`config.mk`:
```
export PLATFORM = sky130hd
export DESIGN_NAME = smcb_bank
export DESIGN_NICKNAME = d
export VERILOG_FILES = /design/src/hdl/smcb_pkg.sv /design/src/hdl/smcb_sync2.sv /design/src/hdl/smcb_bank.sv
export VERILOG_INCLUDE_DIRS = /design/src /design/src/hdl
export SDC_FILE = /design/constraint.sdc
export NUM_CORES = 1
export LEC_CHECK = 0
export BUFFER_PORTS_ARGS = -buffer_cell sky130_fd_sc_hd__buf_2
export CORE_AREA = 2 2 180 182
export DETAILED_ROUTE_END_ITERATION = 16
export DIE_AREA = 0 0 182 184
export GPL_TIMING_DRIVEN = 0
export PLACE_DENSITY_LB_ADDON = 0.12
export SLEW_MARGIN = 20
export SYNTH_ARGS = -nofsm -noshare
export SYNTH_HDL_FRONTEND = slang
export SYNTH_SLANG_ARGS = --single-unit
```
`constraint.sdc`:
```
create_clock -name core_clk -period 3.86 [get_ports core_clk]
set_clock_uncertainty 0.2 [all_clocks]
set_input_delay 0 -clock core_clk [delete_from_list [all_inputs] [get_ports core_clk]]
set_output_delay 0 -clock core_clk [all_outputs]
set_load 0.03 [all_outputs]
```
`src/hdl/smcb_cfg.svh`:
```
`ifndef SMCB_CFG_SVH
`define SMCB_CFG_SVH
// register offsets
`define SMCB_OFS_SYNTH_OFFSET 6'h0C
`define SMCB_OFS_CARRIER_HIGH 6'h0D
`define SMCB_OFS_CARRIER_MID  6'h0E
`define SMCB_OFS_CARRIER_LOW  6'h0F
`define SMCB_OFS_RATE_EXP     6'h10
`define SMCB_OFS_RATE_MANT    6'h11
`define SMCB_OFS_FORMAT       6'h12
// reset values
`define SMCB_RST_SYNTH_OFFSET 8'h00
`define SMCB_RST_CARRIER_HIGH 8'h1E
`define SMCB_RST_CARRIER_MID  8'hC4
`define SMCB_RST_CARRIER_LOW  8'hEC
`define SMCB_RST_RATE_EXP     8'h8C
`define SMCB_RST_RATE_MANT    8'h22
`define SMCB_RST_FORMAT       8'h02
// field positions
`define SMCB_CARRIER_HIGH_MASK 8'h3F
`define SMCB_MANCH_BIT        3
`define SMCB_MOD_LSB          4
`define SMCB_SRC_ASYNC        2'h3
// scaling: offset step is carrier step times 4 (2^16 / 2^14)
`define SMCB_OFFSET_SHIFT     2
`define SMCB_RATE_IMPLIED     9'h100
`endif

```
`src/hdl/smcb_pkg.sv`:
```
package smcb_pkg;
  typedef enum logic [2:0] {
    SMCB_MOD_2FSK, SMCB_MOD_GFSK, SMCB_MOD_OOK, SMCB_MOD_4FSK, SMCB_MOD_RSVD
  } smcb_mod_t;
  typedef enum logic [1:0] {
    SMCB_SYNC_NONE, SMCB_SYNC_16, SMCB_SYNC_32, SMCB_SYNC_RSVD
  } smcb_sync_t;
  typedef enum logic [1:0] {SMCB_SPI_CMD, SMCB_SPI_DATA} smcb_spi_t;
endpackage

```
`src/hdl/smcb_sync2.sv`:
```
`timescale 1ns/1ns
// two-stage synchroniser for pin inputs
module smcb_sync2 #(
  parameter int W = 1
) (
  input  wire logic         core_clk,
  input  wire logic         rst_n,
  input  wire logic [W-1:0] async_in,
  output logic      [W-1:0] sync_out
);
  logic [W-1:0] meta_q;
  // refuse an empty synchroniser
  if (W < 1) begin : gen_bad_width
    $error("synchroniser width must be at least one");
  end
  // first stage only feeds second
  always_ff @(posedge core_clk) begin
    if (!rst_n) begin
      meta_q   <= '0;
      sync_out <= '0;
    end else begin
      meta_q   <= async_in;
      sync_out <= meta_q;
    end
  end
endmodule

```
`src/hdl/smcb_bank.sv`:
```
`timescale 1ns/1ns
`include "smcb_cfg.svh"
// Operation
// - signed 8-bit offset, scaled by four, added to carrier word for synthesizer
// - carrier word bits 23:22 read zero and ignore writes
// - carrier word assembled from high, middle, low byte registers
// - symbol rate uses 9-bit mantissa with implied one and 4-bit exponent
// - rate increment equals (256+mantissa) shifted by exponent per 2^28
// - exponent in low nibble of exponent register, mantissa full byte
// - modulation codes 000,001,011,100 decode; others flagged reserved
// - bit 3 enables Manchester; suppressed with 4-FSK or when asynchronous source selected
// - sync codes 000 none, 001 16-bit, 011 32-bit; others reserved
// - source 11 takes data from synchronised output pin zero
module smcb_bank (
  input  wire logic        core_clk,
  input  wire logic        rst_n,
  input  wire logic        spi_csn_n,
  input  wire logic        spi_sclk,
  input  wire logic        spi_mosi,
  output logic             spi_miso,
  output logic             spi_miso_oe,
  input  wire logic [1:0]  tx_data_source,
  input  wire logic        general_output_pin_zero,
  input  wire logic        fifo_tx_bit,
  output logic [23:0]      synth_word,
  output logic [23:0]      base_carrier_word,
  output logic [27:0]      symbol_rate_step,
  output logic [3:0]       symbol_rate_exponent,
  output logic [7:0]       symbol_rate_mantissa,
  output smcb_pkg::smcb_mod_t  modulation_select,
  output smcb_pkg::smcb_sync_t sync_length,
  output logic             manchester_on,
  output logic             tx_bit,
  output logic             cfg_reserved
);
  // pin synchronisers
  logic [3:0] pin_s;
  smcb_sync2 #(.W(4)) smcb_sync2_inst (
    .core_clk (core_clk),
    .rst_n    (rst_n),
    .async_in ({spi_csn_n, spi_sclk, spi_mosi, general_output_pin_zero}),
    .sync_out (pin_s)
  );
  logic csn_s, sclk_s, mosi_s, gpin_s;
  assign csn_s  = pin_s[3];
  assign sclk_s = pin_s[2];
  assign mosi_s = pin_s[1];
  assign gpin_s = pin_s[0];

  // registers
  logic [7:0] offs_q, chigh_q, cmid_q, clow_q, rexp_q, rmant_q, fmt_q;
  logic [7:0] offs_d, chigh_d, cmid_d, clow_d, rexp_d, rmant_d, fmt_d;

  // spi framing: header byte (r/w, burst, 6-bit address) then data bytes
  smcb_pkg::smcb_spi_t st_q, st_d;
  logic       sclk_d1_q;
  logic [2:0] bitc_q, bitc_d;
  logic [7:0] sh_q, sh_d;
  logic [5:0] addr_q, addr_d;
  logic       rd_q, rd_d, burst_q, burst_d;
  logic [7:0] tx_q, tx_d;
  logic       miso_q, miso_d;
  logic       rise, fall, byte_done, wr_stb;
  logic [7:0] byte_in, rd_data;

  assign rise      = sclk_s & ~sclk_d1_q;
  assign fall      = ~sclk_s & sclk_d1_q;
  assign byte_in   = {sh_q[6:0], mosi_s};
  assign byte_done = rise & ~csn_s & (bitc_q == 3'h7);
  assign wr_stb    = byte_done & (st_q == smcb_pkg::SMCB_SPI_DATA) & ~rd_q;

  // read mux
  assign rd_data =
    (addr_q == `SMCB_OFS_SYNTH_OFFSET) ? offs_q :
    (addr_q == `SMCB_OFS_CARRIER_HIGH) ? (chigh_q & `SMCB_CARRIER_HIGH_MASK) :
    (addr_q == `SMCB_OFS_CARRIER_MID)  ? cmid_q :
    (addr_q == `SMCB_OFS_CARRIER_LOW)  ? clow_q :
    (addr_q == `SMCB_OFS_RATE_EXP)     ? rexp_q :
    (addr_q == `SMCB_OFS_RATE_MANT)    ? rmant_q :
    (addr_q == `SMCB_OFS_FORMAT)       ? fmt_q : 8'h00;

  // spi sequencing
  always_comb begin
    st_d    = st_q;
    bitc_d  = bitc_q;
    sh_d    = sh_q;
    addr_d  = addr_q;
    rd_d    = rd_q;
    burst_d = burst_q;
    tx_d    = tx_q;
    miso_d  = miso_q;
    if (csn_s) begin
      st_d   = smcb_pkg::SMCB_SPI_CMD;
      bitc_d = 3'h0;
      miso_d = 1'b0;
    end else begin
      if (rise) begin
        sh_d   = byte_in;
        bitc_d = bitc_q + 3'h1;
      end
      if (fall) begin
        miso_d = tx_q[7];
        tx_d   = {tx_q[6:0], 1'b0};
      end
      if (byte_done) begin
        case (st_q)
          smcb_pkg::SMCB_SPI_CMD: begin
            rd_d    = byte_in[7];
            burst_d = byte_in[6];
            addr_d  = byte_in[5:0];
            st_d    = smcb_pkg::SMCB_SPI_DATA;
          end
          smcb_pkg::SMCB_SPI_DATA: begin
            if (burst_q) begin
              addr_d = addr_q + 6'h01;
            end
          end
          default: st_d = smcb_pkg::SMCB_SPI_CMD;
        endcase
      end
    end
  end

  // load read data once address is known
  logic load_tx_q;
  always_ff @(posedge core_clk) begin
    if (!rst_n) begin
      load_tx_q <= 1'b0;
    end else begin
      load_tx_q <= byte_done;
    end
  end

  always_ff @(posedge core_clk) begin
    if (!rst_n) begin
      st_q      <= smcb_pkg::SMCB_SPI_CMD;
      sclk_d1_q <= 1'b0;
      bitc_q    <= 3'h0;
      sh_q      <= 8'h00;
      addr_q    <= 6'h00;
      rd_q      <= 1'b0;
      burst_q   <= 1'b0;
      tx_q      <= 8'h00;
      miso_q    <= 1'b0;
    end else begin
      st_q      <= st_d;
      sclk_d1_q <= sclk_s;
      bitc_q    <= bitc_d;
      sh_q      <= sh_d;
      addr_q    <= addr_d;
      rd_q      <= rd_d;
      burst_q   <= burst_d;
      tx_q      <= load_tx_q ? rd_data : tx_d;
      miso_q    <= miso_d;
    end
  end
  assign spi_miso    = miso_q;
  assign spi_miso_oe = ~csn_s;

  // register write decode
  logic [6:0] hit;
  assign hit[0] = wr_stb & (addr_q == `SMCB_OFS_SYNTH_OFFSET);
  assign hit[1] = wr_stb & (addr_q == `SMCB_OFS_CARRIER_HIGH);
  assign hit[2] = wr_stb & (addr_q == `SMCB_OFS_CARRIER_MID);
  assign hit[3] = wr_stb & (addr_q == `SMCB_OFS_CARRIER_LOW);
  assign hit[4] = wr_stb & (addr_q == `SMCB_OFS_RATE_EXP);
  assign hit[5] = wr_stb & (addr_q == `SMCB_OFS_RATE_MANT);
  assign hit[6] = wr_stb & (addr_q == `SMCB_OFS_FORMAT);
  assign offs_d  = hit[0] ? byte_in : offs_q;
  assign chigh_d = hit[1] ? (byte_in & `SMCB_CARRIER_HIGH_MASK) : chigh_q;
  assign cmid_d  = hit[2] ? byte_in : cmid_q;
  assign clow_d  = hit[3] ? byte_in : clow_q;
  assign rexp_d  = hit[4] ? byte_in : rexp_q;
  assign rmant_d = hit[5] ? byte_in : rmant_q;
  assign fmt_d   = hit[6] ? byte_in : fmt_q;

  // configuration registers
  always_ff @(posedge core_clk) begin
    if (!rst_n) begin
      offs_q  <= `SMCB_RST_SYNTH_OFFSET;
      chigh_q <= `SMCB_RST_CARRIER_HIGH;
      cmid_q  <= `SMCB_RST_CARRIER_MID;
      clow_q  <= `SMCB_RST_CARRIER_LOW;
      rexp_q  <= `SMCB_RST_RATE_EXP;
      rmant_q <= `SMCB_RST_RATE_MANT;
      fmt_q   <= `SMCB_RST_FORMAT;
    end else begin
      offs_q  <= offs_d;
      chigh_q <= chigh_d;
      cmid_q  <= cmid_d;
      clow_q  <= clow_d;
      rexp_q  <= rexp_d;
      rmant_q <= rmant_d;
      fmt_q   <= fmt_d;
    end
  end

  // derived synthesizer and modem values
  logic [23:0] carrier_w, offs_ext, synth_n;
  logic [8:0]  mant9;
  logic [27:0] rate_n;
  logic [2:0]  mod_code, sync_code;
  smcb_pkg::smcb_mod_t  mod_n;
  smcb_pkg::smcb_sync_t sync_n;
  logic        async_src, manch_n, bit_n, rsvd_n;
  assign carrier_w = {chigh_q & `SMCB_CARRIER_HIGH_MASK, cmid_q, clow_q};
  assign offs_ext  = 24'({{14{offs_q[7]}}, offs_q, 2'b00});
  assign synth_n   = carrier_w + offs_ext;
  assign mant9     = `SMCB_RATE_IMPLIED | {1'b0, rmant_q};
  assign rate_n    = 28'({19'h0, mant9} << rexp_q[3:0]);
  assign mod_code  = fmt_q[6:4];
  assign sync_code = fmt_q[2:0];
  assign mod_n = (mod_code == 3'h0) ? smcb_pkg::SMCB_MOD_2FSK :
                 (mod_code == 3'h1) ? smcb_pkg::SMCB_MOD_GFSK :
                 (mod_code == 3'h3) ? smcb_pkg::SMCB_MOD_OOK :
                 (mod_code == 3'h4) ? smcb_pkg::SMCB_MOD_4FSK :
                 smcb_pkg::SMCB_MOD_RSVD;
  assign sync_n = (sync_code == 3'h0) ? smcb_pkg::SMCB_SYNC_NONE :
                  (sync_code == 3'h1) ? smcb_pkg::SMCB_SYNC_16 :
                  (sync_code == 3'h3) ? smcb_pkg::SMCB_SYNC_32 :
                  smcb_pkg::SMCB_SYNC_RSVD;
  assign async_src = (tx_data_source == `SMCB_SRC_ASYNC);
  assign manch_n   = fmt_q[`SMCB_MANCH_BIT] & ~async_src &
                     (mod_n != smcb_pkg::SMCB_MOD_4FSK);
  assign bit_n     = async_src ? gpin_s : fifo_tx_bit;
  assign rsvd_n    = (mod_n == smcb_pkg::SMCB_MOD_RSVD) |
                     (sync_n == smcb_pkg::SMCB_SYNC_RSVD);

  // registered outputs
  always_ff @(posedge core_clk) begin
    if (!rst_n) begin
      synth_word           <= 24'h000000;
      base_carrier_word    <= 24'h000000;
      symbol_rate_step     <= 28'h0000000;
      symbol_rate_exponent <= 4'h0;
      symbol_rate_mantissa <= 8'h00;
      modulation_select    <= smcb_pkg::SMCB_MOD_2FSK;
      sync_length          <= smcb_pkg::SMCB_SYNC_NONE;
      manchester_on        <= 1'b0;
      tx_bit               <= 1'b0;
      cfg_reserved         <= 1'b0;
    end else begin
      synth_word           <= synth_n;
      base_carrier_word    <= carrier_w;
      symbol_rate_step     <= rate_n;
      symbol_rate_exponent <= rexp_q[3:0];
      symbol_rate_mantissa <= rmant_q;
      modulation_select    <= mod_n;
      sync_length          <= sync_n;
      manchester_on        <= manch_n;
      tx_bit               <= bit_n;
      cfg_reserved         <= rsvd_n;
    end
  end

  // checks
  AST_HIGH_BITS_ZERO: assert property (@(posedge core_clk) disable iff (!rst_n)
    base_carrier_word[23:22] == 2'b00) else $error("carrier top bits set");
  AST_CARRIER_BYTES: assert property (@(posedge core_clk) disable iff (!rst_n)
    rst_n |=> base_carrier_word[15:0] == $past({cmid_q, clow_q})) else $error("carrier bytes");
  AST_SYNTH_SUM: assert property (@(posedge core_clk) disable iff (!rst_n)
    rst_n |=> synth_word ==
    24'(base_carrier_word + 24'({{14{$past(offs_q[7])}}, $past(offs_q), 2'b00})))
    else $error("synth sum");
  AST_RATE_MSB: assert property (@(posedge core_clk) disable iff (!rst_n)
    rst_n |=> symbol_rate_step[5'(symbol_rate_exponent) + 5'h08] == 1'b1)
    else $error("implied one");
  AST_RATE_VAL: assert property (@(posedge core_clk) disable iff (!rst_n)
    rst_n |=> symbol_rate_step ==
    ((28'h0000100 + 28'(symbol_rate_mantissa)) << symbol_rate_exponent))
    else $error("rate value");
  AST_EXP_LOW: assert property (@(posedge core_clk) disable iff (!rst_n)
    hit[4] |=> ##1 symbol_rate_exponent == $past(byte_in[3:0], 2)) else $error("exp");
  AST_MOD_OOK: assert property (@(posedge core_clk) disable iff (!rst_n)
    fmt_q[6:4] == 3'h3 |=> modulation_select == smcb_pkg::SMCB_MOD_OOK) else $error("ook");
  AST_MANCH_ASYNC: assert property (@(posedge core_clk) disable iff (!rst_n)
    async_src |=> !manchester_on) else $error("manchester async");
  AST_SYNC32: assert property (@(posedge core_clk) disable iff (!rst_n)
    fmt_q[2:0] == 3'h3 |=> sync_length == smcb_pkg::SMCB_SYNC_32) else $error("sync32");
  AST_ASYNC_PIN: assert property (@(posedge core_clk) disable iff (!rst_n)
    async_src |=> tx_bit == $past(gpin_s)) else $error("async pin");
  COV_WRITE: cover property (@(posedge core_clk) wr_stb);
  COV_4FSK: cover property (@(posedge core_clk) modulation_select == smcb_pkg::SMCB_MOD_4FSK);
  COV_RSVD: cover property (@(posedge core_clk) cfg_reserved);
endmodule

```
==> impl_results.md <==
- Crit path max-delay family: compound AO/OA/AOI/OAI gates
- Largest net degree at the start of global routing: 20
- GRT overflow: 0
- Levels on crit path: 8
- TNS Setup: 0 ns
- Final setup fails: 0
- Port Buffers: 99
- Core area: 0.0314 mm²
- First-pass GRT wire length: 38200 µm
- Worst-skew pair later-pin latency: 0.45 ns
- CP startpoint kind: flip-flop
- Share of layout cells above drive strength 1: 16.8%
- DR iter-0 viols: 516
- Crit Path Class: reg2reg
- Mapped Cells: 879
- Routability cong.: 0.865
- Reg area: 0.00360 mm²
- Global Route Usage Sum: 15.3%
- Clock sinks: 180
- Cell variety after synth: 60
- Worst hold path cell count: 3
- Setup bufs post-CTS: 0
- Clock Power Share: 46.4%
- Vias per inst: 4.57
- Final worst path period share: 84.1%
- Tot Pwr: 0.00383 W
- Register area share after synthesis: 46.4%
- Start point of the critical path: offs_q[7]
- Post-cts resize count: 0
- Diodes inserted: 0
- Drt wl/cell: 17.6 µm
- Fin. max-slew vios: 0
- Placed cell count: 1385
- Critical-path top delay cell: dfxtp_1
- Yosys warns: 0
- Reg clk slew, reported paths: 0.07 ns
- Die area: 0.0335 mm²
- DP HPWL: 18100 µm
- Nets@finish: 1049
- CP peak stage delay: 0.88 ns
- Die W: 182 µm
- Worst hold path class: in2reg
- Multi-input logic area: 0.00380 mm²
- Sequential share of power: 49.3%
- Sw Share: 24.8%
- Worst-margin pin slew: 1.00 ns
- Crit path cell chain: ha_1, a21o_1, a2111oi_4, nor3_1, a31o_2, o311a_1, o22ai_1, mux2i_1
- Crit path buf inv count: 0
- Reg2Reg Depth: 8
- Main synth FF type: dfxtp_1
- Worst Path Required: 4.03 ns
- Endpoint class of the critical path: flip-flop
- Die H: 184 µm
- Async SR Flop Fraction: 0%
- Power Internal: 0.00287 W
- Routed wire length: 25100 µm
- R2R Path Start: offs_q[7]
- Seq cells post-synth: 180
- PwrDens: 404 mW/mm²
- Fin crit period: 3.25 ns
- Crit path DAT: 3.42 ns
- Initial antenna violation count: 0
- Most common cell after layout, fill and taps aside: dfxtp_1
- DRT antenna net count: 0
- Max Fanout on Critical Path: 19
- Filler-free cell count of the finished design: 1426
- NetSw: 0.000950 W
- Layout overhead on the synthesized area: 22.0%
- FP Rows: 65
- Slew margin rel.: 33.1%
- Peak VDD IR: 0.000296 V
- Commonest non-fill, non-tap cells in the layout: 180 x dfxtp_1, 113 x buf_2, 95 x nor2_1
- DR pass1 iterations: 5
- Leak Pwr: 4.06 nW
- Outcome: complete, no violations
- Root buffer cell: clkbuf_16
- CTS tree: built
- Hold path startpoint: spi_csn_n
- Htree depth: 4
- Max cap viols: 0
- DRC viols: 0
- Unrepaired setup endpoints after global routing: no
- Initial Utilization: 24.7%
- Maximum clock frequency: 308 MHz
- Post-synthesis cell area: 0.00777 mm²
- Filler instances: 3376
- Hold Vio Cnt, Final: 0
- Vias in the first global route: 6210
- CTS Buf Count: 17
- Total number of vias: 6518
- WHS: 0.0851 ns
- Mapped Avg Cell Area: 8.84 µm²
- Number of flops mapped to enable cells by yosys: 0
- Clock buffer depth: 2
- Io pins: 107
- Logic pwr share: 4.3%
[synth_stat cells (3+ instances only)]
master / instances / area, µm²
nand2_1: 87 / 327
o22a_1: 3 / 26.3
buf_2: 14 / 70.1
a221oi_1: 6 / 52.6
a21o_1: 8 / 60.1
mux2i_1: 39 / 390
a22oi_1: 16 / 120
dfxtp_1: 180 / 3600
o221ai_1: 5 / 43.8
a31oi_1: 6 / 37.5
nand4_1: 5 / 31.3
nor3b_1: 3 / 22.5
clkbuf_1: 42 / 158
nor2_1: 95 / 357
nand2b_1: 9 / 56.3
o21ai_0: 24 / 120
a21oi_1: 60 / 300
xor2_1: 4 / 35.0
ha_1: 27 / 338
nor2b_1: 10 / 62.6
buf_1: 3 / 11.3
o21a_1: 10 / 75.1
and2_1: 52 / 325
xnor2_1: 7 / 61.3
nand3_1: 59 / 295
a31o_2: 4 / 35.0
nor3_1: 16 / 80.1
buf_4: 11 / 82.6
o2111ai_1: 3 / 26.3
o22ai_1: 5 / 31.3
mux4_2: 3 / 67.6
o211ai_1: 3 / 22.5
inv_1: 17 / 63.8
a211oi_1: 11 / 82.6
[cells by family (layout without fill, tap and decap cells)]
logic type,count (synthesis),after routing,synth area share [%]
and+or+nand+nor,352,352,21.7
DFF,180,180,46.4
AOI/OAI and AO/OA,176,176,14.8
buffers and inverters,87,227,4.96
muxes,44,44,6.18
adders and majority gates,28,28,4.61
xor gates and xnor gates,11,11,1.24
other,1,6,0.0483
[final cells by class]
type | instances | share of cell area [%]
clock inverter | 12 | 1.44
inverter | 17 | 0.673
timing repair buffer | 109 | 6.29
buffer | 70 | 3.39
multi-input combinational | 617 | 40.1
clock buffer | 19 | 4.78
tap | 402 | 5.31
sequential | 180 | 38.0
[metal layers]
| metal | share of wire, % | vias to the layer above | global-route usage [%] |
|---|---|---|---|
| met5 | 0 | - | 0 |
| met4 | 1.1 | 0 | 4.16 |
| met3 | 4.9 | 17 | 3.63 |
| met2 | 44 | 144 | 23.5 |
| met1 | 50 | 3057 | 21.4 |
| li1 | - | 3300 | - |
[what timing repair did]
item,CTS,global route
endpoints found under the hold margin,11,0
hold buffers,10,0
setup endpoints to repair,0,0
[flip-flops by register name, indices dropped and copies added, names as in the netlist, 6 cells and up]
| register | cells |
|---|---|
| clow_q | 8 |
| chigh_q | 6 |
| offs_q | 8 |
| tx_q | 8 |
| addr_q | 6 |
| symbol_rate_step | 24 |
| base_carrier_word | 20 |
| symbol_rate_mantissa | 8 |
| cmid_q | 8 |
| sh_q | 7 |
| rmant_q | 8 |
| fmt_q | 8 |
| synth_word | 24 |
| rexp_q | 8 |
[power by group through the flow]
stage	clock network (W)	logic (W)	registers, W
after floorplan	0	0.0000590	0.00197
after global placement	0	0.000159	0.00193
after detailed placement	0	0.000159	0.00193
after CTS	0.00184	0.000168	0.00189
after global routing	0.00192	0.000177	0.00189
final	0.00178	0.000164	0.00189
[worst paths after layout]
kind | to | slack (ns)
min | smcb_sync2_inst.meta_q[3] | 0.09
min reg2reg | smcb_sync2_inst.sync_out[1] | 0.23
max reg2reg | synth_word[18] | 0.61
max | synth_word[18] | 0.61
[worst register-to-register path, cell delays in order, from the launching register on]
cell and delay [ns]:
dfxtp_1 0.88, ha_1 0.43, a21o_1 0.26, a2111oi_4 0.33
nor3_1 0.10, a31o_2 0.26, o311a_1 0.35, o22ai_1 0.17
mux2i_1 0.20
[per-stage QoR]
step / utilization, % / setup WS [ns] / instance area (µm²)
floorplan: - / 1.10 / 7790
global placement: 28.0 / 0.598 / 8790
detailed placement: 28.0 / 0.638 / 8790
CTS: 30.2 / 0.601 / 9480
global route: 30.2 / 0.464 / 9480
finish: 30.2 / 0.612 / 9480
Power figures use the tool's default switching activity.
